<file path="src/hw/tccb_pkg.sv">
// Package: register map, field layouts and timing for the channel control bank
package tccb_pkg;
    // Register byte offsets
    localparam logic [11:0] OFS_NUM_COM   = 12'h008;
    localparam logic [11:0] OFS_NUM_CH    = 12'h00C;
    localparam logic [11:0] OFS_COM_SEL   = 12'h020;
    localparam logic [11:0] OFS_CH_SEL    = 12'h024;
    localparam logic [11:0] OFS_POST_TAP  = 12'h414;
    localparam logic [11:0] OFS_PRE_TAP   = 12'h418;
    localparam logic [11:0] OFS_LOOPBACK  = 12'h41C;
    localparam logic [11:0] OFS_TX_RST    = 12'h420;
    localparam logic [11:0] OFS_RX_RST    = 12'h424;
    localparam logic [11:0] OFS_TX_PWR    = 12'h504;
    localparam logic [11:0] OFS_SWING     = 12'h508;
    localparam logic [11:0] OFS_INHIBIT   = 12'h50C;
    localparam logic [11:0] OFS_TX_INV    = 12'h510;
    localparam logic [11:0] OFS_RX_INV    = 12'h604;
    // Mailbox pages and offsets within a page
    localparam logic [3:0]  MBX_PAGE_COM  = 4'h1;
    localparam logic [3:0]  MBX_PAGE_CH   = 4'h2;
    localparam logic [7:0]  MBX_ADDR      = 8'h04;
    localparam logic [7:0]  MBX_WDATA     = 8'h08;
    localparam logic [7:0]  MBX_RDATA     = 8'h0C;
    localparam logic [7:0]  MBX_RESET     = 8'h10;
    localparam logic [7:0]  MBX_STATUS    = 8'h14;
    localparam int          MBX_WR_BIT    = 31;
    localparam int          MBX_RD_BIT    = 30;
    localparam int          STAT_BUSY_BIT = 0;
    localparam int          STAT_TYPE_BIT = 2;
    // Field codes
    localparam logic [4:0]  PRE_TAP_MAX   = 5'h14;
    localparam logic [2:0]  LB_NORMAL     = 3'h0;
    localparam logic [2:0]  LB_NEAR_PCS   = 3'h1;
    localparam logic [2:0]  LB_NEAR_PMA   = 3'h2;
    localparam logic [2:0]  LB_FAR_PMA    = 3'h4;
    localparam logic [2:0]  LB_FAR_PCS    = 3'h6;
    localparam logic [1:0]  RESP_OKAY     = 2'h0;
    localparam logic [1:0]  RESP_SLVERR   = 2'h2;
    // Domain crossing time and its cycle count at 100 MHz
    localparam int          CLK_PERIOD_NS = 10;
    localparam int          XFER_NS       = 40;
    localparam int          XFER_CYC      = (XFER_NS + CLK_PERIOD_NS - 1) / CLK_PERIOD_NS;

    // One channel's control settings
    typedef struct packed {
        logic [4:0] post_tap;
        logic [4:0] pre_tap;
        logic [3:0] swing;
        logic [2:0] loopback;
        logic       tx_system_reset;
        logic       rx_system_reset;
        logic [1:0] tx_power_state;
        logic       tx_output_inhibit;
        logic       tx_invert;
        logic       rx_invert;
    } tccb_chan_s;

    localparam tccb_chan_s CHAN_RESET = '0;
endpackage : tccb_pkg

</file>
<file path="src/hw/tccb_bank.sv">
// Transceiver channel control bank with AXI4-Lite slave and config mailbox
// Summary of operation
// - Postcursor field bits 4:0, reset zero, driven
// - Precursor code saturates at twenty units
// - Swing code sixteen monotonic steps, passed through
// - Swing register resets zero, drives channel
// - Loopback three-bit field decoded, reset normal
// - Transmit reset bit holds until cleared
// - Receive reset bit holds until cleared
// - Two-bit transmit power state, reset normal
// - Inhibit forces positive low, negative high
// - Transmit invert swaps serial line sense
// - Receive invert flips incoming serial data
// - Mailbox reaches common and channel spaces
// - Accesses wait for channel domain crossing
`timescale 1ns/1ns
`default_nettype none
module tccb_bank #(
    parameter int NUM_CH  = 4,
    parameter int NUM_COM = 1,
    parameter int CFG_AW  = 10
) (
    input  wire logic                          sys_clk,
    input  wire logic                          rst_n,
    input  wire logic                          s_axi_awvalid,
    output logic                               s_axi_awready,
    input  wire logic [11:0]                   s_axi_awaddr,
    input  wire logic                          s_axi_wvalid,
    output logic                               s_axi_wready,
    input  wire logic [31:0]                   s_axi_wdata,
    input  wire logic [3:0]                    s_axi_wstrb,
    output logic                               s_axi_bvalid,
    input  wire logic                          s_axi_bready,
    output logic [1:0]                         s_axi_bresp,
    input  wire logic                          s_axi_arvalid,
    output logic                               s_axi_arready,
    input  wire logic [11:0]                   s_axi_araddr,
    output logic                               s_axi_rvalid,
    input  wire logic                          s_axi_rready,
    output logic [31:0]                        s_axi_rdata,
    output logic [1:0]                         s_axi_rresp,
    output tccb_pkg::tccb_chan_s [NUM_CH-1:0]  chan_ctrl,
    input  wire logic [NUM_CH-1:0]             tx_serial_bit,
    output logic [NUM_CH-1:0]                  serial_out_pos,
    output logic [NUM_CH-1:0]                  serial_out_neg,
    input  wire logic [NUM_CH-1:0]             rx_line_pos,
    output logic [NUM_CH-1:0]                  rx_serial_bit,
    output logic                               cfg_req,
    output logic                               cfg_we,
    output logic                               cfg_common,
    output logic [7:0]                         cfg_index,
    output logic [CFG_AW-1:0]                  cfg_addr,
    output logic [15:0]                        cfg_wdata,
    output logic                               cfg_port_reset,
    input  wire logic                          cfg_rdy,
    input  wire logic [15:0]                   cfg_rdata
);
    typedef enum logic [1:0] {ST_IDLE, ST_XFER, ST_RESP} tccb_state_e;

    tccb_state_e                state_ff;
    logic                       is_wr_ff;
    logic [11:0]                addr_ff;
    logic [31:0]                wdata_ff;
    logic [3:0]                 wstrb_ff;
    logic [2:0]                 xfer_cnt_ff;
    logic [31:0]                rdata_ff;
    logic [1:0]                 resp_ff;
    logic [7:0]                 ch_sel_ff;
    logic [7:0]                 com_sel_ff;
    tccb_pkg::tccb_chan_s       ctrl_ff [NUM_CH];
    logic [29:0]                mbx_addr_ff;
    logic [15:0]                mbx_wdata_ff;
    logic [15:0]                mbx_rdata_ff;
    logic                       mbx_busy_ff;
    logic                       mbx_type_ff;
    logic                       mbx_com_ff;
    logic                       take_wr;
    logic                       take_rd;
    logic                       xfer_done;
    logic                       ch_ok;
    logic                       mapped;
    logic [31:0]                cur_val;
    logic [31:0]                nxt_val;
    logic [31:0]                strb_mask;
    tccb_pkg::tccb_chan_s       sel;
    logic                       mbx_page;
    logic                       mbx_start;

    // Handshake: a write needs address and data together, writes win ties
    assign take_wr       = (state_ff == ST_IDLE) && s_axi_awvalid && s_axi_wvalid;
    assign take_rd       = (state_ff == ST_IDLE) && s_axi_arvalid && !take_wr;
    assign s_axi_awready = take_wr;
    assign s_axi_wready  = take_wr;
    assign s_axi_arready = take_rd;
    assign s_axi_bvalid  = (state_ff == ST_RESP) && is_wr_ff;
    assign s_axi_rvalid  = (state_ff == ST_RESP) && !is_wr_ff;
    assign s_axi_bresp   = resp_ff;
    assign s_axi_rresp   = resp_ff;
    assign s_axi_rdata   = rdata_ff;
    assign xfer_done     = (state_ff == ST_XFER) && (xfer_cnt_ff == 3'(tccb_pkg::XFER_CYC - 1));

    // Transaction sequencer
    always_ff @(posedge sys_clk)
    begin
        if (!rst_n)
        begin
            state_ff    <= ST_IDLE;
            is_wr_ff    <= 1'b0;
            addr_ff     <= 12'h000;
            wdata_ff    <= 32'h0000_0000;
            wstrb_ff    <= 4'h0;
            xfer_cnt_ff <= 3'h0;
        end
        else
        begin
            case (state_ff)
                ST_IDLE:
                begin
                    xfer_cnt_ff <= 3'h0;
                    if (take_wr)
                    begin
                        state_ff <= ST_XFER;
                        is_wr_ff <= 1'b1;
                        addr_ff  <= {s_axi_awaddr[11:2], 2'b00};
                        wdata_ff <= s_axi_wdata;
                        wstrb_ff <= s_axi_wstrb;
                    end
                    else if (take_rd)
                    begin
                        state_ff <= ST_XFER;
                        is_wr_ff <= 1'b0;
                        addr_ff  <= {s_axi_araddr[11:2], 2'b00};
                    end
                end
                ST_XFER:
                begin
                    xfer_cnt_ff <= xfer_cnt_ff + 3'h1;
                    if (xfer_done)
                        state_ff <= ST_RESP;
                end
                ST_RESP:
                begin
                    if ((is_wr_ff && s_axi_bready) || (!is_wr_ff && s_axi_rready))
                        state_ff <= ST_IDLE;
                end
                default: state_ff <= ST_IDLE;
            endcase
        end
    end

    // Address decode and current read value of the addressed word
    always_comb
    begin
        ch_ok    = (ch_sel_ff < 8'(NUM_CH));
        sel      = ctrl_ff[ch_sel_ff[$clog2(NUM_CH)-1:0]];
        mbx_page = (addr_ff[11:8] == tccb_pkg::MBX_PAGE_COM) || (addr_ff[11:8] == tccb_pkg::MBX_PAGE_CH);
        mapped   = 1'b1;
        cur_val  = 32'h0000_0000;
        if (addr_ff == tccb_pkg::OFS_NUM_COM)
            cur_val = 32'(NUM_COM);
        else if (addr_ff == tccb_pkg::OFS_NUM_CH)
            cur_val = 32'(NUM_CH);
        else if (addr_ff == tccb_pkg::OFS_COM_SEL)
            cur_val = {24'h000000, com_sel_ff};
        else if (addr_ff == tccb_pkg::OFS_CH_SEL)
            cur_val = {24'h000000, ch_sel_ff};
        else if (addr_ff == tccb_pkg::OFS_POST_TAP)
            cur_val = {27'h0, sel.post_tap};
        else if (addr_ff == tccb_pkg::OFS_PRE_TAP)
            cur_val = {27'h0, sel.pre_tap};
        else if (addr_ff == tccb_pkg::OFS_LOOPBACK)
            cur_val = {29'h0, sel.loopback};
        else if (addr_ff == tccb_pkg::OFS_TX_RST)
            cur_val = {31'h0, sel.tx_system_reset};
        else if (addr_ff == tccb_pkg::OFS_RX_RST)
            cur_val = {31'h0, sel.rx_system_reset};
        else if (addr_ff == tccb_pkg::OFS_TX_PWR)
            cur_val = {30'h0, sel.tx_power_state};
        else if (addr_ff == tccb_pkg::OFS_SWING)
            cur_val = {28'h0, sel.swing};
        else if (addr_ff == tccb_pkg::OFS_INHIBIT)
            cur_val = {31'h0, sel.tx_output_inhibit};
        else if (addr_ff == tccb_pkg::OFS_TX_INV)
            cur_val = {31'h0, sel.tx_invert};
        else if (addr_ff == tccb_pkg::OFS_RX_INV)
            cur_val = {31'h0, sel.rx_invert};
        else if (mbx_page && addr_ff[7:0] == tccb_pkg::MBX_ADDR)
            cur_val = {2'b00, mbx_addr_ff};
        else if (mbx_page && addr_ff[7:0] == tccb_pkg::MBX_WDATA)
            cur_val = {16'h0000, mbx_wdata_ff};
        else if (mbx_page && addr_ff[7:0] == tccb_pkg::MBX_RDATA)
            cur_val = {16'h0000, mbx_rdata_ff};
        else if (mbx_page && addr_ff[7:0] == tccb_pkg::MBX_RESET)
            cur_val = 32'h0000_0000;
        else if (mbx_page && addr_ff[7:0] == tccb_pkg::MBX_STATUS)
            cur_val = {29'h0, mbx_busy_ff & mbx_type_ff, 1'b0, mbx_busy_ff};
        else
            mapped = 1'b0;
        // Channel registers of an out-of-range channel read zero
        if (addr_ff[11:10] == 2'b01 || addr_ff[11:8] == 4'h6)
            if (!ch_ok)
                cur_val = 32'h0000_0000;
        strb_mask = {{8{wstrb_ff[3]}}, {8{wstrb_ff[2]}}, {8{wstrb_ff[1]}}, {8{wstrb_ff[0]}}};
        nxt_val   = (cur_val & ~strb_mask) | (wdata_ff & strb_mask);
    end

    // Response capture at the end of the crossing
    always_ff @(posedge sys_clk)
    begin
        if (!rst_n)
        begin
            rdata_ff <= 32'h0000_0000;
            resp_ff  <= tccb_pkg::RESP_OKAY;
        end
        else if (xfer_done)
        begin
            rdata_ff <= is_wr_ff ? 32'h0000_0000 : cur_val;
            resp_ff  <= mapped ? tccb_pkg::RESP_OKAY : tccb_pkg::RESP_SLVERR;
        end
    end

    // Index registers
    always_ff @(posedge sys_clk)
    begin
        if (!rst_n)
        begin
            ch_sel_ff  <= 8'h00;
            com_sel_ff <= 8'h00;
        end
        else if (xfer_done && is_wr_ff)
        begin
            if (addr_ff == tccb_pkg::OFS_CH_SEL)
                ch_sel_ff <= nxt_val[7:0];
            if (addr_ff == tccb_pkg::OFS_COM_SEL)
                com_sel_ff <= nxt_val[7:0];
        end
    end

    always_ff @(posedge sys_clk)
    begin
        for (int i = 0; i < NUM_CH; i++)
        begin
            if (!rst_n)
                ctrl_ff[i] <= tccb_pkg::CHAN_RESET;
            else if (xfer_done && is_wr_ff && ch_ok && ch_sel_ff == 8'(i))
            begin
                if (addr_ff == tccb_pkg::OFS_POST_TAP) ctrl_ff[i].post_tap <= nxt_val[4:0];
                if (addr_ff == tccb_pkg::OFS_PRE_TAP)  ctrl_ff[i].pre_tap <= nxt_val[4:0];
                if (addr_ff == tccb_pkg::OFS_LOOPBACK) ctrl_ff[i].loopback <= nxt_val[2:0];
                if (addr_ff == tccb_pkg::OFS_TX_RST)   ctrl_ff[i].tx_system_reset <= nxt_val[0];
                if (addr_ff == tccb_pkg::OFS_RX_RST)   ctrl_ff[i].rx_system_reset <= nxt_val[0];
                if (addr_ff == tccb_pkg::OFS_TX_PWR)   ctrl_ff[i].tx_power_state <= nxt_val[1:0];
                if (addr_ff == tccb_pkg::OFS_SWING)    ctrl_ff[i].swing <= nxt_val[3:0];
                if (addr_ff == tccb_pkg::OFS_INHIBIT)  ctrl_ff[i].tx_output_inhibit <= nxt_val[0];
                if (addr_ff == tccb_pkg::OFS_TX_INV)   ctrl_ff[i].tx_invert <= nxt_val[0];
                if (addr_ff == tccb_pkg::OFS_RX_INV)   ctrl_ff[i].rx_invert <= nxt_val[0];
            end
        end
    end

    // mailbox start: exactly one of write or read flag
    assign mbx_start = xfer_done && is_wr_ff && mbx_page && addr_ff[7:0] == tccb_pkg::MBX_ADDR
                       && (nxt_val[tccb_pkg::MBX_WR_BIT] ^ nxt_val[tccb_pkg::MBX_RD_BIT]) && !mbx_busy_ff;

    // mailbox engine over common or channel space
    always_ff @(posedge sys_clk)
    begin
        if (!rst_n)
        begin
            mbx_addr_ff    <= 30'h0;
            mbx_wdata_ff   <= 16'h0000;
            mbx_rdata_ff   <= 16'h0000;
            mbx_busy_ff    <= 1'b0;
            mbx_type_ff    <= 1'b0;
            mbx_com_ff     <= 1'b0;
            cfg_req        <= 1'b0;
            cfg_port_reset <= 1'b0;
        end
        else
        begin
            cfg_req        <= mbx_start;
            cfg_port_reset <= xfer_done && is_wr_ff && mbx_page && addr_ff[7:0] == tccb_pkg::MBX_RESET
                              && nxt_val[0];
            if (xfer_done && is_wr_ff && mbx_page && addr_ff[7:0] == tccb_pkg::MBX_ADDR)
                mbx_addr_ff <= nxt_val[29:0];
            if (xfer_done && is_wr_ff && mbx_page && addr_ff[7:0] == tccb_pkg::MBX_WDATA)
                mbx_wdata_ff <= nxt_val[15:0];
            if (mbx_start)
            begin
                mbx_busy_ff <= 1'b1;
                mbx_type_ff <= nxt_val[tccb_pkg::MBX_WR_BIT];
                mbx_com_ff  <= (addr_ff[11:8] == tccb_pkg::MBX_PAGE_COM);
            end
            else if (mbx_busy_ff && (cfg_rdy || cfg_port_reset))
            begin
                mbx_busy_ff <= 1'b0;
                if (!mbx_type_ff && cfg_rdy)
                    mbx_rdata_ff <= cfg_rdata;
            end
        end
    end

    assign cfg_we     = mbx_type_ff;
    assign cfg_common = mbx_com_ff;
    assign cfg_index  = mbx_com_ff ? com_sel_ff : ch_sel_ff;
    assign cfg_addr   = mbx_addr_ff[CFG_AW-1:0];
    assign cfg_wdata  = mbx_wdata_ff;

    // Per-channel resync stage and serial line logic
    for (genvar g = 0; g < NUM_CH; g++)
    begin : g_chan
        tccb_pkg::tccb_chan_s stage_ff;
        tccb_pkg::tccb_chan_s shaped;

        // saturate precursor, reserved loopback treated as normal
        always_comb
        begin
            shaped = ctrl_ff[g];
            if (ctrl_ff[g].pre_tap > tccb_pkg::PRE_TAP_MAX)
                shaped.pre_tap = tccb_pkg::PRE_TAP_MAX;
            if (!(ctrl_ff[g].loopback inside {tccb_pkg::LB_NORMAL, tccb_pkg::LB_NEAR_PCS, tccb_pkg::LB_NEAR_PMA,
                                              tccb_pkg::LB_FAR_PMA, tccb_pkg::LB_FAR_PCS}))
                shaped.loopback = tccb_pkg::LB_NORMAL;
        end

        // two-stage resync, swing passed as is
        always_ff @(posedge sys_clk)
        begin
            if (!rst_n)
            begin
                stage_ff     <= tccb_pkg::CHAN_RESET;
                chan_ctrl[g] <= tccb_pkg::CHAN_RESET;
            end
            else
            begin
                stage_ff     <= shaped;
                chan_ctrl[g] <= stage_ff;
            end
        end

        always_ff @(posedge sys_clk)
        begin
            if (!rst_n)
            begin
                serial_out_pos[g] <= 1'b0;
                serial_out_neg[g] <= 1'b1;
                rx_serial_bit[g]  <= 1'b0;
            end
            else
            begin
                serial_out_pos[g] <= !chan_ctrl[g].tx_output_inhibit && (tx_serial_bit[g] ^ chan_ctrl[g].tx_invert);
                serial_out_neg[g] <= chan_ctrl[g].tx_output_inhibit || !(tx_serial_bit[g] ^ chan_ctrl[g].tx_invert);
                rx_serial_bit[g]  <= rx_line_pos[g] ^ chan_ctrl[g].rx_invert;
            end
        end

        a_inhibit_lines: assert property (@(posedge sys_clk) disable iff (!rst_n)
            $past(chan_ctrl[g].tx_output_inhibit) && $past(rst_n) |-> !serial_out_pos[g] && serial_out_neg[g])
            else $error("inhibit did not force line levels");
        a_tx_invert: assert property (@(posedge sys_clk) disable iff (!rst_n)
            $past(!chan_ctrl[g].tx_output_inhibit) && $past(rst_n)
            |-> serial_out_pos[g] == ($past(tx_serial_bit[g]) ^ $past(chan_ctrl[g].tx_invert)))
            else $error("transmit sense wrong");
        a_rx_invert: assert property (@(posedge sys_clk) disable iff (!rst_n)
            $past(rst_n) |-> rx_serial_bit[g] == ($past(rx_line_pos[g]) ^ $past(chan_ctrl[g].rx_invert)))
            else $error("receive sense wrong");
        a_pre_sat: assert property (@(posedge sys_clk) disable iff (!rst_n)
            chan_ctrl[g].pre_tap <= tccb_pkg::PRE_TAP_MAX)
            else $error("precursor not saturated");
        a_ctrl_resync: assert property (@(posedge sys_clk) disable iff (!rst_n)
            ##2 chan_ctrl[g].swing == $past(ctrl_ff[g].swing, 2) && chan_ctrl[g].post_tap == $past(ctrl_ff[g].post_tap, 2))
            else $error("channel copy not driven after two cycles");
    end

    a_xfer_delay: assert property (@(posedge sys_clk) disable iff (!rst_n)
        (take_wr || take_rd) |=> (state_ff == ST_XFER) [*4] ##1 state_ff == ST_RESP)
        else $error("access did not wait for crossing");
    a_reset_hold: assert property (@(posedge sys_clk) disable iff (!rst_n)
        sel.tx_system_reset && !(xfer_done && is_wr_ff) |=> sel.tx_system_reset)
        else $error("transmit reset cleared itself");
    a_rx_reset_hold: assert property (@(posedge sys_clk) disable iff (!rst_n)
        sel.rx_system_reset && !(xfer_done && is_wr_ff) |=> sel.rx_system_reset)
        else $error("receive reset cleared itself");
    a_loop_legal: assert property (@(posedge sys_clk) disable iff (!rst_n)
        chan_ctrl[0].loopback != 3'h3 && chan_ctrl[0].loopback != 3'h5 && chan_ctrl[0].loopback != 3'h7)
        else $error("reserved loopback reached channel");
    a_mbx_req: assert property (@(posedge sys_clk) disable iff (!rst_n)
        mbx_start |=> cfg_req && mbx_busy_ff)
        else $error("mailbox did not start");
    c_write: cover property (@(posedge sys_clk) disable iff (!rst_n) take_wr ##5 s_axi_bvalid);
    c_read: cover property (@(posedge sys_clk) disable iff (!rst_n) take_rd ##5 s_axi_rvalid);
    c_mbx_done: cover property (@(posedge sys_clk) disable iff (!rst_n) mbx_busy_ff && cfg_rdy);
    c_inhibit: cover property (@(posedge sys_clk) disable iff (!rst_n) chan_ctrl[0].tx_output_inhibit);
endmodule : tccb_bank
`default_nettype wire

</file>
<file path="config.mk">
export PLATFORM = sky130hd
export DESIGN_NAME = tccb_bank
export DESIGN_NICKNAME = d
export VERILOG_FILES = /design/src/hw/tccb_pkg.sv /design/src/hw/tccb_bank.sv
export SDC_FILE = /design/constraint.sdc
export NUM_CORES = 1
export LEC_CHECK = 0
export ABC_AREA = 0
export BUFFER_PORTS_ARGS = -buffer_cell sky130_fd_sc_hd__clkbuf_2
export CAP_MARGIN = 15
export CORE_MARGIN = 8
export CORE_UTILIZATION = 45
export CTS_CLUSTER_SIZE = 28
export DETAILED_ROUTE_END_ITERATION = 10
export HOLD_SLACK_MARGIN = 0.05
export PLACE_DENSITY_LB_ADDON = 0.15
export SETUP_SLACK_MARGIN = 0.3
export SLEW_MARGIN = 20
export SYNTH_ARGS = -nofsm -noshare
export SYNTH_HDL_FRONTEND = slang
export SYNTH_SLANG_ARGS = --single-unit
</file>
<file path="constraint.sdc">
create_clock -name sys_clk -period 3.04 [get_ports sys_clk]
set_clock_uncertainty 0.15 [all_clocks]
set_input_delay 0.304 -clock sys_clk [delete_from_list [all_inputs] [get_ports sys_clk]]
set_output_delay 0.304 -clock sys_clk [all_outputs]
set_load 0.02 [all_outputs]
</file>
-- Yosys cells after proc, flatten, opt, wreduce, memory -nomap -nowiden
Memory sizes are Yosys's and may differ from the RTL's. A register that Yosys moved wholly into a read port is not among the register bits.
Cells that the tools add are included.
- $lt $le $gt $ge: 5
- reduce and logical (&&, ||, !) cells: 80
- muxes and demuxes: 232
- eq/ne operators: 48
- bitwise gates (word level): 56
- add/subtract/negate cells: 1
- operators with widths (operator ; count):
    $mux W30 ; 15
    $mux W1 ; 174
    $eq A12 B11 Y1 const B ; 10
    $mux W32 ; 3
    $and A32 B32 Y32 ; 2
    $mux W5 ; 12
    $or A1 B1 Y1 ; 40
    $logic_and A1 B1 Y1 ; 33
    $mux W16 ; 2
    $not A32 Y32 ; 1
    $or A32 B32 Y32 ; 1
    $eq A12 B4 Y1 const B ; 2
    $eq A12 B6 Y1 const B ; 2
    $eq A3 B3 Y1 const B ; 8
    $mux W12 ; 2
    $mux W2 ; 11
    $gt A5 B5 Y1 const B ; 4
    $reduce_bool A5 Y1 ; 4
    $mux W3 ; 6
    $eq A8 B2 Y1 const B ; 2
    $eq A8 B4 Y1 const B ; 2
    $eq A8 B5 Y1 const B ; 2
    $mux W4 ; 4
    $reduce_and A2 Y1 ; 8
    28 further kinds ; 72
- memories: 1
- memory bits (writable): 96
- output and inout bits: 187
- input port bits: 92
- register bits after elaboration: 375
- memories (memory ; depth ; width ; rd ports ; clocked after memory_dff ; wr ports ; line ; RTL):
    ctrl_ff ; 4 ; 24 ; 5 ; 1 ; 4 ; tccb_bank.sv:70 ; tccb_pkg::tccb_chan_s ctrl_ff [NUM_CH];

-- Depth between registers and ports, before layout
Gate-level depths: netlist (run 1).
- depth after elaboration: 31
- gate-level depth with buffers: 11
- gate-level depth less buffers: 9

-- Worst setup path after synthesis (run 1)
OpenSTA, ideal clock, no wires.
- kind: flip-flop to flip-flop
- start point: reg (tool-made name)
- end point: mem ctrl_ff[1][21] (netlist bit), data pin
- path buffers: 4
- setup time: 257 ps
- period minus slack after synthesis: 3077 ps
- slack: -37 ps
- arrival time: 2670 ps
- cell stages (with the launch flop): 10
- data required time: 2633 ps
- cells stage by stage: dfxtp_1 > buf_2 > buf_2 > buf_2 > mux4_2 > a221oi_1 > o21ai_0 > a31oi_1 > buf_2 > nor2_1
- RTL lines (what ; line):
    end, declared ; tccb_bank.sv:70

==> impl_results.md, run 1 <==
- Status: complete, no violations
- Share of cell area taken by muxes after synthesis: 4.701%
- Number of max-cap violations: 0
- Detailed-route DRC error count: 0
- Hold violation total from the final report: 0
- Bufs on Longest Clock Path: 3
- Internal cell power: 10460 uW
- Crit path capture type: flip-flop
- Diodes inserted: 0
- Xor and xnor area share after synthesis: 0.5983%
- Area growth, synth to finish: 34.69%
- Placement Rows: 72
- Vias in the first global route: 14.15k
- Deepest level of the CTS H-tree: 2
- Fraction of final layout cells with drive strength greater than 1: 31.56%
- Arr. time, crit path: 3.17 ns
- Summed instance area of the synthesized netlist: 17570 um2
- Adder and majority cell fraction of the synthesized area: 0.1425%
- Worst-path fanout max: 16
- Power share of the combinational group: 8.2%
- Sequential fraction of design power: 48.7%
- Detailed Place HPWL: 37830 um
- Final cell utilization of the core: 61.37%
- Number of enable flip-flop cells after synthesis: 96
- Maximum ir drop on the vdd rail: 0.4717 mV
- Die height: 213.6 um
- Sequential-to-total area share from yosys stat: 58.80%
- Most instantiated flip-flop cell in the synthesis netlist: sky130_fd_sc_hd__dfxtp_1
- Area inside the core boundary: 38560 um2
- Global routing usage summed across all routing layers: 22.80%
- RSZ-0062 raised after global routing: true
- Max-Slew Margin vs Limit: 36.68%
- Most common library cell in the layout ignoring fill and taps: sky130_fd_sc_hd__dfxtp_1
- Main combinational cell family by area after synthesis: simple AND/OR/NAND/NOR gates
- Routed WL: 53190 um
- Area share of the leading cell type in the synthesized netlist: 42.39%
- Yosys synthesis warning count: 0
- Peak clock frequency supported by timing: 332.0 MHz
- Source-to-sink clock delay at the later pin of the worst-skew pair: 0.58 ns
- Pin count of the biggest net entering global routing: 127
- Worst hold margin: 0.08234 ns
- Number of vias per cell after detailed routing: 5.257
- Dominant cell type by area after synthesis: sky130_fd_sc_hd__dfxtp_1
- TritonCTS sink count: 468
- Final min period: 3.012 ns
- Die span in x: 213.6 um
- Clock tree from TritonCTS: yes
- Initial standard-cell utilization of the core: 45.56%
- Post-layout nets: 2257
- Area enclosed by the die boundary: 45620 um2
- Initial antenna violation count: 0
- Number of CTS-inserted buffers: 48
- Global placement routability congestion: 0.9226
- Complex-gate fraction of the synthesized area: 10.63%
- Number of DRC markers in iteration 0: 964
- Remaining Overflow, GRT: 0
- Setup Viol. Count Final: 0
- Clock network fraction of design power: 43.1%
- Transition time of the tightest slew-check pin: 0.9464 ns
- Count of input and output buffers: 270
- Boundary Pins: 279
- Detailed Routing Iterations Pass 1: 5
- Cell at the root of the clock tree: sky130_fd_sc_hd__clkbuf_16
- Switching power of the nets: 3102 uW
- DR vias: 14.30k
- Wire length of the first global-routing pass: 80880 um
- Critical path start-end classification: flip-flop to flip-flop
- Average wire per standard cell: 19.55 um
- Cell types with the largest area share after synthesis: sky130_fd_sc_hd__dfxtp_1 42%, sky130_fd_sc_hd__edfxtp_1 16%, sky130_fd_sc_hd__and2_1 6.1%
- Clock transition at the registers of the reported paths: 0.06 ns
- Flop and latch count out of synthesis: 468
- Data required time of the worst path: 3.20 ns
- Kind of path behind the tightest hold check: input port to flip-flop
- Mean instance size in the synthesized netlist: 10.09 um2
- Post-route antenna net violation count: 0
- Post-synthesis simple-gate area fraction: 21.30%
- Portion of the clock cycle consumed by the worst path in the final layout: 99.07%
- Leak Pwr: 0.009391 uW
- Syn Inst Count: 1741
- Number of distinct library cells after synthesis: 70
- Number of pins with negative max-slew slack in the final report: 0
- Type of origin of the critical path: flip-flop
- Switching fraction of total power: 22.87%
- Post-synthesis async set-or-reset flop share: 0%
- Top library cells by usage in the layout, fill and taps aside: 366 x sky130_fd_sc_hd__dfxtp_1, 269 x sky130_fd_sc_hd__clkbuf_2, 223 x sky130_fd_sc_hd__nand2_1, 169 x sky130_fd_sc_hd__and2_1, 124 x sky130_fd_sc_hd__nor2_1
- Power Density: 573.2 nW/um2
registers in the layout (all words and copies together) (netlist names), 16 cells and up, named ones only:
register and flops:
chan_ctrl 96, ctrl_ff 96, g_chan.stage_ff 96, wdata_ff 32, mbx_addr_ff 30, s_axi_rdata 30, cfg_wdata 16, mbx_rdata_ff 16
path summary, 6_finish.rpt:
| kind | from | to | slack (ns) | cells after the start |
|---|---|---|---|---|
| hold / removal | rst_n | g_chan[1].stage_ff[18] | 0.08 | 2 |
| hold reg to reg | g_chan[1].stage_ff[17] | chan_ctrl[41] | 0.28 | 1 |
| setup reg to reg | addr_ff[6] | ctrl_ff[0][7] | 0.03 | 9 |
| setup / recovery | addr_ff[6] | ctrl_ff[0][7] | 0.03 | 9 |
per-stage QoR:
stage	instances	total power (uW)	setup TNS (ns)	area, um2	worst slack [ns]
floorplan	1744	7222	0	17740	0.03440
global placement	2515	7615	-0.2862	20190	-0.08790
detailed placement	2515	7629	-1.697	20190	-0.1719
CTS	2705	13620	0	23130	0.03663
global route	2720	14030	-0.6254	23660	-0.04647
finish	2720	13560	0	23660	0.02837
critical path, cell delays in order, from the launching register on:
cell                       delay [ns]
sky130_fd_sc_hd__dfxtp_2         0.33
sky130_fd_sc_hd__buf_6           0.11
sky130_fd_sc_hd__or4_4           0.58
sky130_fd_sc_hd__or4_4           0.45
sky130_fd_sc_hd__a21oi_4         0.16
sky130_fd_sc_hd__a221oi_2        0.06
sky130_fd_sc_hd__or3_4           0.43
sky130_fd_sc_hd__o221ai_4        0.23
sky130_fd_sc_hd__buf_12          0.18
sky130_fd_sc_hd__nor3_1          0.06
cell usage after synthesis, types with 3 or more instances:
cell type                  count
sky130_fd_sc_hd__a211oi_1      7
sky130_fd_sc_hd__a21oi_1     121
sky130_fd_sc_hd__a221oi_1      5
sky130_fd_sc_hd__a22oi_1      51
sky130_fd_sc_hd__a311oi_1     10
sky130_fd_sc_hd__a31o_2        4
sky130_fd_sc_hd__a31oi_1       3
sky130_fd_sc_hd__and2_1      170
sky130_fd_sc_hd__and3_1       14
sky130_fd_sc_hd__buf_1         9
sky130_fd_sc_hd__buf_2        13
sky130_fd_sc_hd__buf_4        18
sky130_fd_sc_hd__clkbuf_1    102
sky130_fd_sc_hd__dfxtp_1     372
sky130_fd_sc_hd__edfxtp_1     96
sky130_fd_sc_hd__inv_1        10
sky130_fd_sc_hd__mux2_2       22
sky130_fd_sc_hd__mux2i_1       6
sky130_fd_sc_hd__mux4_2       23
sky130_fd_sc_hd__nand2_1     226
sky130_fd_sc_hd__nand2b_1     10
sky130_fd_sc_hd__nand3_1      55
sky130_fd_sc_hd__nand3b_1      5
sky130_fd_sc_hd__nand4_1       9
sky130_fd_sc_hd__nor2_1      141
sky130_fd_sc_hd__nor2b_1       9
sky130_fd_sc_hd__nor3_1       51
sky130_fd_sc_hd__nor3b_1      15
sky130_fd_sc_hd__nor4_1       11
sky130_fd_sc_hd__nor4b_1       3
sky130_fd_sc_hd__o21ai_0      81
sky130_fd_sc_hd__o31ai_1       4
sky130_fd_sc_hd__or2_2         5
sky130_fd_sc_hd__or3_1         4
sky130_fd_sc_hd__xnor2_1       6
sky130_fd_sc_hd__xor2_1        6
routing by layer:
metal	vias up	track usage (%)	share of wire, %
met1	6816	30.10	43
li1	6862	-	-
met3	81	5.320	7.7
met4	0	6.594	2.2
met2	540	37.16	47
met5	-	0	0
power groups by stage:
stage	clock network [uW]	registers (uW)	logic (uW)
after floorplan	0	6750	470
after global placement	0	6740	879
after detailed placement	0	6740	887
after CTS	5960	6610	1050
after global routing	6220	6620	1190
final	5840	6610	1110
area by class of cell:
cell class	count	area, um2
Clock inverter	18	155.1
Fill cell	3296	14900
Inverter	11	43.79
Tap cell	518	648.1
Timing Repair Buffer	512	3721
Sequential cell	468	10340
Multi-Input combinational cell	1122	7308
Clock buffer	71	1440
cells by family after synthesis:
group                    after synthesis
AND/OR/NAND/NOR                      747
XOR/XNOR                              12
adder cells (fa/ha/maj)                2
buffers and inverters                154
AO/OA/AOI/OAI                        306
other                                  1
multiplexers                          51
flip-flops                           468
what timing repair did:
item | in CTS | in global routing
endpoints found under the setup margin | 142 | 171
pin swaps | 25 | 27
resized for setup | 73 | 90
endpoints found under the hold margin | 81 | 0
hold buffers | 85 | 0
buffers inserted | 14 | 15
gates cloned | 2 | 0
No activity file was read; power rests on OpenSTA's default activity.
==> run 2: changes to the inputs <==
RECOVER_POWER = 100   (was not set)
clock period = 3.25 ns   (was 3.04 ns; I/O delays follow)
==> run 2 against run 1 <==
Net effect: the flow now finishes with violations (capacitance limit, slew limit); die area unchanged; flip-flop and latch count unchanged; critical path type unchanged; first-iteration DRC count up 14%; highest routed layer unchanged; setup slack better by 0.11 ns; critical path depth down 1; design area down 5.0%; sequential power down 6.4%; critical endpoint is now ctrl_ff[1][3]; worst hold slack better by 0.19 ns; global-route usage up 0.38 points; clock-buffer cell count down 7; final cell count down 1.4%.
==> impl_results.md, run 2 (synthesis results as in run 1) <==
- Die height: 213.6 um (unchanged)
- Hold violation total from the final report: 0 (unchanged)
- Worst hold margin: 0.2674 ns (was 0.08234 ns)
- Reg-to-reg critical path startpoint: addr_ff[6] (unchanged)
- Global placement routability congestion: 0.9230 (was 0.9226)
- Area growth, synth to finish: 28.01% (was 34.69%)
- Number of pins with negative max-slew slack in the final report: 175 (was 0)
- Final min period: 3.114 ns (was 3.012 ns)
- Leak Pwr: 0.008420 uW (was 0.009391 uW)
- Data required time of the worst path: 3.40 ns (was 3.20 ns)
- Source-to-sink clock delay at the later pin of the worst-skew pair: 0.58 ns (about the same)
- Global routing usage summed across all routing layers: 23.18% (was 22.80%)
- Number of max-cap violations: 2 (was 0)
- Crit path capture type: flip-flop (unchanged)
- Critical path start-end classification: flip-flop to flip-flop (unchanged)
- Maximum ir drop on the vdd rail: 0.3469 mV (was 0.4717 mV)
- Die span in x: 213.6 um (unchanged)
- TritonCTS sink count: 468 (unchanged)
- Average wire per standard cell: 20.09 um (was 19.55 um)
- Pin count of the biggest net entering global routing: 136 (was 127)
- Fraction of final layout cells with drive strength greater than 1: 18.06% (was 31.56%)
- Final cell utilization of the core: 58.32% (was 61.37%)
- Detailed Place HPWL: 38090 um (was 37830 um)
- Number of DRC markers in iteration 0: 1101 (was 964)
- Bufs on Longest Clock Path: 3 (unchanged)
- Arr. time, crit path: 3.26 ns (was 3.17 ns)
- Cell at the root of the clock tree: sky130_fd_sc_hd__clkbuf_16 (unchanged)
- Post-route antenna net violation count: 0 (unchanged)
- Remaining Overflow, GRT: 0 (unchanged)
- Routed WL: 53910 um (was 53190 um)
- Worst Reg-to-Reg Cells: 8 (was 9)
- Max-Slew Margin vs Limit: -19.99% (was 36.68%)
- Flop2flop setup slack: 0.14 ns (was 0.03 ns)
- Worst hold start: s_axi_awvalid (was rst_n)
- RSZ-0062 raised after global routing: true (unchanged)
- Number of CTS-inserted buffers: 47 (was 48)
- Detailed-route DRC error count: 0 (unchanged)
- DR vias: 14.17k (was 14.30k)
- Kind of path behind the tightest hold check: input port to flip-flop (unchanged)
- Crit Reg-Reg Endpoint: ctrl_ff[1][3] (was ctrl_ff[0][7])
- Clock tree from TritonCTS: yes (unchanged)
- Setup Viol. Count Final: 0 (unchanged)
- Top Registers: chan_ctrl: 96 flops, ctrl_ff: 96 flops, g_chan.stage_ff: 96 flops (unchanged)
- Detailed Routing Iterations Pass 1: 5 (unchanged)
- Wire length of the first global-routing pass: 82210 um (was 80880 um)
- Transition time of the tightest slew-check pin: 1.800 ns (was 0.9464 ns)
- Boundary Pins: 279 (unchanged)
- Power Density: 561.8 nW/um2 (was 573.2 nW/um2)
- Area inside the core boundary: 38560 um2 (unchanged)
- Vias in the first global route: 14.03k (was 14.15k)
- Status: finished, violations left (was complete, no violations)
- Placement Rows: 72 (unchanged)
- Violations in the final reports: capacitance limit, slew limit
- Peak clock frequency supported by timing: 321.2 MHz (was 332.0 MHz)
- Deepest level of the CTS H-tree: 2 (unchanged)
- Area enclosed by the die boundary: 45620 um2 (unchanged)
- Number of vias per cell after detailed routing: 5.280 (was 5.257)
- Hold Crit Depth: 5 (was 2)
- Initial standard-cell utilization of the core: 45.56% (unchanged)
- Post-layout nets: 2225 (was 2257)
- Type of origin of the critical path: flip-flop (unchanged)
- Initial antenna violation count: 0 (unchanged)
- Portion of the clock cycle consumed by the worst path in the final layout: 95.80% (was 99.07%)
- Worst-path fanout max: 6 (was 16)
- Min-Delay Endpoint: wdata_ff[12] (was g_chan[1].stage_ff[18])
- Top library cells by usage in the layout, fill and taps aside: 367 x sky130_fd_sc_hd__dfxtp_1, 224 x sky130_fd_sc_hd__nand2_1, 193 x sky130_fd_sc_hd__clkbuf_1, 138 x sky130_fd_sc_hd__nor2_1, 121 x sky130_fd_sc_hd__a21oi_1 (was 366 x sky130_fd_sc_hd__dfxtp_1, 269 x sky130_fd_sc_hd__clkbuf_2, 223 x sky130_fd_sc_hd__nand2_1, 169 x sky130_fd_sc_hd__and2_1, 124 x sky130_fd_sc_hd__nor2_1)
- Clock transition at the registers of the reported paths: 0.06 ns (about the same)
- Most common library cell in the layout ignoring fill and taps: sky130_fd_sc_hd__dfxtp_1 (unchanged)
- Diodes inserted: 0 (unchanged)
- Count of input and output buffers: 270 (unchanged)
run 2: cell count changes in the layout (fill, tap and decap cells not counted), moves of 14 or more:
cell,before,now
sky130_fd_sc_hd__and2_0,1,73
sky130_fd_sc_hd__and2_1,169,98
sky130_fd_sc_hd__buf_4,116,96
sky130_fd_sc_hd__buf_6,24,3
sky130_fd_sc_hd__clkbuf_1,10,193
sky130_fd_sc_hd__clkbuf_2,269,97
sky130_fd_sc_hd__nor2_1,124,138
sky130_fd_sc_hd__nor3_1,14,34
sky130_fd_sc_hd__nor3_2,35,16
run 2: worst max-delay path by stage:
stage	start	endpoint	slack [ns]	depth (start not counted)
after CTS	addr_ff[7]	ctrl_ff[0][14]	0.21	8
after floorplan	addr_ff[7]	ctrl_ff[0][19]	0.24	10
after detailed placement	addr_ff[3]	ctrl_ff[2][7]	-0.24	8
final	addr_ff[6]	ctrl_ff[1][3]	0.14	8
after global routing	is_wr_ff	ctrl_ff[1][3]	0.08	6
after global placement	addr_ff[3]	ctrl_ff[2][19]	-0.15	8
run 2: worst max-delay path, cell delays in order, from the launching register on:
cell and delay (ns):
sky130_fd_sc_hd__dfxtp_1 0.35, sky130_fd_sc_hd__or4_4 0.58, sky130_fd_sc_hd__or4_1 0.48, sky130_fd_sc_hd__a21oi_4 0.21
sky130_fd_sc_hd__a221oi_2 0.06, sky130_fd_sc_hd__or3_4 0.38, sky130_fd_sc_hd__o21bai_4 0.28, sky130_fd_sc_hd__clkbuf_2 0.26
sky130_fd_sc_hd__nor3_1 0.08
run 2: what timing repair did:
action,in CTS,in global routing
cloned,1,1
hold buffers,85,0
setup endpoints to repair,160,142
pin swaps,13,17
setup buffers,10,2
hold endpoints to repair,81,0
resized for setup,38,56
run 2: power breakdown:
| part | switching (uW) | leakage, uW | internal [uW] |
|---|---|---|---|
| registers | 99.4 | 0.00401 | 6090 |
| logic | 541 | 0.00362 | 391 |
| clock network | 2220 | 0.000793 | 3290 |
run 2: cell type report:
class                      instances  area, um2
clock buffer                      64       1383
clock inverter                    19      207.7
fill                            3528      16070
inverter                          11      41.29
multi-input combinational       1122       6839
sequential                       468      10340
tap                              518      648.1
timing repair buffer             481       3032
run 2: metal layers:
metal	global-route usage, %	wire length [um]	share of wire, %	up-vias
met5	0	0	0	-
met4	5.720	1067	2.0	0
met3	4.882	3528	6.5	74
met2	37.81	25490	47	461
met1	31.29	23820	44	6843
li1	-	-	-	6787
run 2: through the flow:
| step | cells | cell area [um2] | total power, uW | TNS [ns] | worst slack [ns] |
|---|---|---|---|---|---|
| after CTS | 2680 | 22600 | 12740 | 0 | 0.2057 |
| after global routing | 2683 | 22490 | 13100 | 0 | 0.07792 |
| after floorplan | 1744 | 17610 | 6749 | 0 | 0.2444 |
| final | 2683 | 22490 | 12630 | 0 | 0.1363 |
| after global placement | 2501 | 19890 | 7092 | -4.206 | -0.1490 |
| after detailed placement | 2501 | 19890 | 7100 | -9.934 | -0.2387 |
==> run 3: changes to the inputs <==
BUFFER_PORTS_ARGS = -buffer_cell sky130_fd_sc_hd__buf_4   (was -buffer_cell sky130_fd_sc_hd__clkbuf_2)
MAX_ROUTING_LAYER = met4   (was not set)
==> run 3 against run 2 <==
Net effect: the flow still finishes with violations (capacitance limit, slew limit); critical path depth increased by 1; first-iteration DRC count decreased by 3.7%; combinational power about the same; sequential share of layout area decreased by 0.11 points; flip-flop and latch count unchanged; largest cell class unchanged.
==> impl_results.md, run 3 (synthesis results as in run 1) <==
- Source-to-sink clock delay at the later pin of the worst-skew pair: 0.58 ns (about the same)
- Violations in the final reports: capacitance limit, slew limit (unchanged)
- Peak clock frequency supported by timing: 324.6 MHz (was 321.2 MHz)
- Clock tree from TritonCTS: yes (unchanged)
- Min-Delay Endpoint: chan_ctrl[19] (was wdata_ff[12])
- Clock transition at the registers of the reported paths: 0.06 ns (about the same)
- Worst Reg-to-Reg Cells: 9 (was 8)
- Reg-to-reg critical path startpoint: addr_ff[7] (was addr_ff[6])
- Number of pins with negative max-slew slack in the final report: 80 (was 175)
- Area inside the core boundary: 38560 um2 (unchanged)
- Detailed-route DRC error count: 0 (unchanged)
- Least setup slack across all paths after layout: 0.1695 ns (was 0.1363 ns)
- Worst-path fanout max: 12 (was 6)
- Initial antenna violation count: 0 (unchanged)
- Maximum single-stage delay on the critical path: 0.61 ns (was 0.58 ns)
- Placement Rows: 72 (unchanged)
- Worst setup path start: addr_ff[7] (was addr_ff[6])
- Die span in x: 213.6 um (unchanged)
- Area of all sequential standard cells: 10340 um2 (about the same)
- Clock network fraction of design power: 42.5% (was 43.6%)
- Final cell utilization of the core: 58.49% (was 58.32%)
- Maximum ir drop on the vdd rail: 0.4431 mV (was 0.3469 mV)
- Number of filler instances in the final layout: 3509 (was 3528)
- Switching power of the nets: 2872 uW (was 2859 uW)
- Post-route antenna net violation count: 0 (unchanged)
- Top library cells by usage in the layout, fill and taps aside: 364 x sky130_fd_sc_hd__dfxtp_1, 226 x sky130_fd_sc_hd__nand2_1, 199 x sky130_fd_sc_hd__clkbuf_1, 175 x sky130_fd_sc_hd__buf_4, 131 x sky130_fd_sc_hd__nor2_1 (was 367 x sky130_fd_sc_hd__dfxtp_1, 224 x sky130_fd_sc_hd__nand2_1, 193 x sky130_fd_sc_hd__clkbuf_1, 138 x sky130_fd_sc_hd__nor2_1, 121 x sky130_fd_sc_hd__a21oi_1)
- Remaining Overflow, GRT: 0 (unchanged)
- Non-filler cells in the finished layout: 2676 (was 2683)
- Arr. time, crit path: 3.35 ns (was 3.26 ns)
- Kind of path behind the tightest hold check: flip-flop to flip-flop (was input port to flip-flop)
- Power share of the combinational group: 7.5% (was 7.4%)
- Crit Reg-Reg Endpoint: ctrl_ff[2][18] (was ctrl_ff[1][3])
- Transition time of the tightest slew-check pin: 1.632 ns (was 1.800 ns)
- Flop2flop setup slack: 0.17 ns (was 0.14 ns)
- Status: finished, violations left (unchanged)
- Global routing usage summed across all routing layers: 23.54% (was 23.18%)
- Number of DRC markers in iteration 0: 1060 (was 1101)
- Count of input and output buffers: 270 (unchanged)
- Setup Viol. Count Final: 0 (unchanged)
- Ordered list of cells on the worst path: or4_4, clkbuf_1, nor4_1, clkbuf_1, a221oi_1, nand3_1, a22oi_1, clkbuf_2, nor2_1 (was or4_4, or4_1, a21oi_4, a221oi_2, or3_4, o21bai_4, clkbuf_2, nor3_1)
- Cell at the root of the clock tree: sky130_fd_sc_hd__clkbuf_16 (unchanged)
- Initial standard-cell utilization of the core: 45.56% (unchanged)
- Setup TNS Final: 0 ns (unchanged)
- Switching fraction of total power: 23.20% (was 22.63%)
- Critical path start-end classification: flip-flop to flip-flop (unchanged)
- Boundary Pins: 279 (unchanged)
- Top Registers: chan_ctrl: 96 flops, ctrl_ff: 96 flops, g_chan.stage_ff: 96 flops (unchanged)
- Sequential fraction of design power: 50.0% (was 49.0%)
- Most common library cell in the layout ignoring fill and taps: sky130_fd_sc_hd__dfxtp_1 (unchanged)
- Worst hold start: g_chan[0].stage_ff[19] (was s_axi_awvalid)
- Leak Pwr: 0.008323 uW (was 0.008420 uW)
- Post-layout nets: 2216 (was 2225)
- Area occupied by multi-input gates: 6843 um2 (was 6839 um2)
- RSZ-0062 raised after global routing: true (unchanged)
- Deepest level of the CTS H-tree: 2 (unchanged)
- Number of vias per cell after detailed routing: 5.268 (was 5.280)
- Pin count of the biggest net entering global routing: 80 (was 136)
- Routed WL: 54000 um (was 53910 um)
- Type of origin of the critical path: flip-flop (unchanged)
- Final min period: 3.080 ns (was 3.114 ns)
- DR vias: 14.10k (was 14.17k)
- Bufs on Longest Clock Path: 3 (unchanged)
- Max-Slew Margin vs Limit: -8.770% (was -19.99%)
- Diodes inserted: 0 (unchanged)
- Worst hold margin: 0.2770 ns (was 0.2674 ns)
- Crit path capture type: flip-flop (unchanged)
- Worst setup slack before clock tree synthesis: 0.1630 ns (was -0.2387 ns)
- Total instance count after detailed placement: 2489 (was 2501)
- Global placement routability congestion: 0.9328 (was 0.9230)
- Area enclosed by the die boundary: 45620 um2 (unchanged)
- Hold Crit Depth: 1 (was 5)
- TritonCTS sink count: 468 (unchanged)
- Die height: 213.6 um (unchanged)
- Wire length of the first global-routing pass: 80940 um (was 82210 um)
- Power Density: 549.0 nW/um2 (was 561.8 nW/um2)
- Data required time of the worst path: 3.52 ns (was 3.40 ns)
- Number of CTS-inserted buffers: 47 (unchanged)
- Number of max-cap violations: 1 (was 2)
- Portion of the clock cycle consumed by the worst path in the final layout: 94.78% (was 95.80%)
- Hold violation total from the final report: 0 (unchanged)
- CP most frequent cell: sky130_fd_sc_hd__clkbuf_1
- Detailed Routing Iterations Pass 1: 5 (unchanged)
- Internal cell power: 9509 uW (was 9774 uW)
- Fraction of final layout cells with drive strength greater than 1: 18.16% (was 18.06%)
- Area growth, synth to finish: 28.38% (was 28.01%)
- Worst-path cell with the longest stage delay: sky130_fd_sc_hd__or4_4 (unchanged)
- Vias in the first global route: 13.85k (was 14.03k)
- Detailed Place HPWL: 38650 um (was 38090 um)
- Average wire per standard cell: 20.18 um (was 20.09 um)
[run 3: power groups by stage]
| stage | clock, uW | sequential (uW) | combinational [uW] |
|---|---|---|---|
| 6_report | 5260 | 6190 | 933 |
| 3_3_place_gp | 0 | 6310 | 837 |
| 4_1_cts | 5370 | 6190 | 968 |
| 2_1_floorplan | 0 | 6320 | 433 |
| 5_1_grt | 5600 | 6210 | 1000 |
| 3_5_place_dp | 0 | 6320 | 839 |
[run 3: through the flow]
stage                     cell area (um2)  total power [uW]
final                               22550             12380
after global routing                22550             12810
after CTS                           23030             12520
after detailed placement            20480              7155
after global placement              20480              7149
after floorplan                     17610              6749
[run 3: cell type report]
type	count	area share (%)
timing repair buffer	472	14.04
inverter	11	0.1886
clock buffer	67	6.042
tap	518	2.874
multi-input combinational	1122	30.34
sequential	468	45.86
clock inverter	18	0.6602
[run 3: repair_timing]
| item | 4_1_cts | 5_1_grt |
|---|---|---|
| pin swaps | 9 | 20 |
| setup endpoints to repair | 68 | 160 |
| cloned | 1 | 3 |
| endpoints found under the hold margin | 113 | 0 |
| resized for setup | 29 | 65 |
| hold buffers | 85 | 0 |
| buffers inserted | 8 | 5 |
[run 3: metal layers]
metal  share of wire [%]  global-route usage, %  wire length (um)
met5                   0                      -                 0
met4                 2.1                  6.240              1149
met3                 7.2                  3.785              3878
met2                  47                  37.21             25210
met1                  44                  31.32             23760
[run 3: worst max-delay path by stage]
stage                                end  slack [ns]  cells past startpoint
after detailed placement   ctrl_ff[1][4]        0.16                      8
after floorplan           ctrl_ff[0][19]        0.24                     10
after global placement     ctrl_ff[1][7]        0.23                      8
final                     ctrl_ff[2][18]        0.17                      9
after CTS                 ctrl_ff[2][14]        0.25                      8
after global routing       ctrl_ff[1][0]        0.08                     10
[run 3: critical path, delay by kind of cell (launching register included)]
| kind | cells | cell delay, ns |
|---|---|---|
| compound gates | 2 | 0.29 |
| buf+inv | 3 | 0.87 |
| flops | 1 | 0.34 |
| simple gates | 4 | 1.27 |
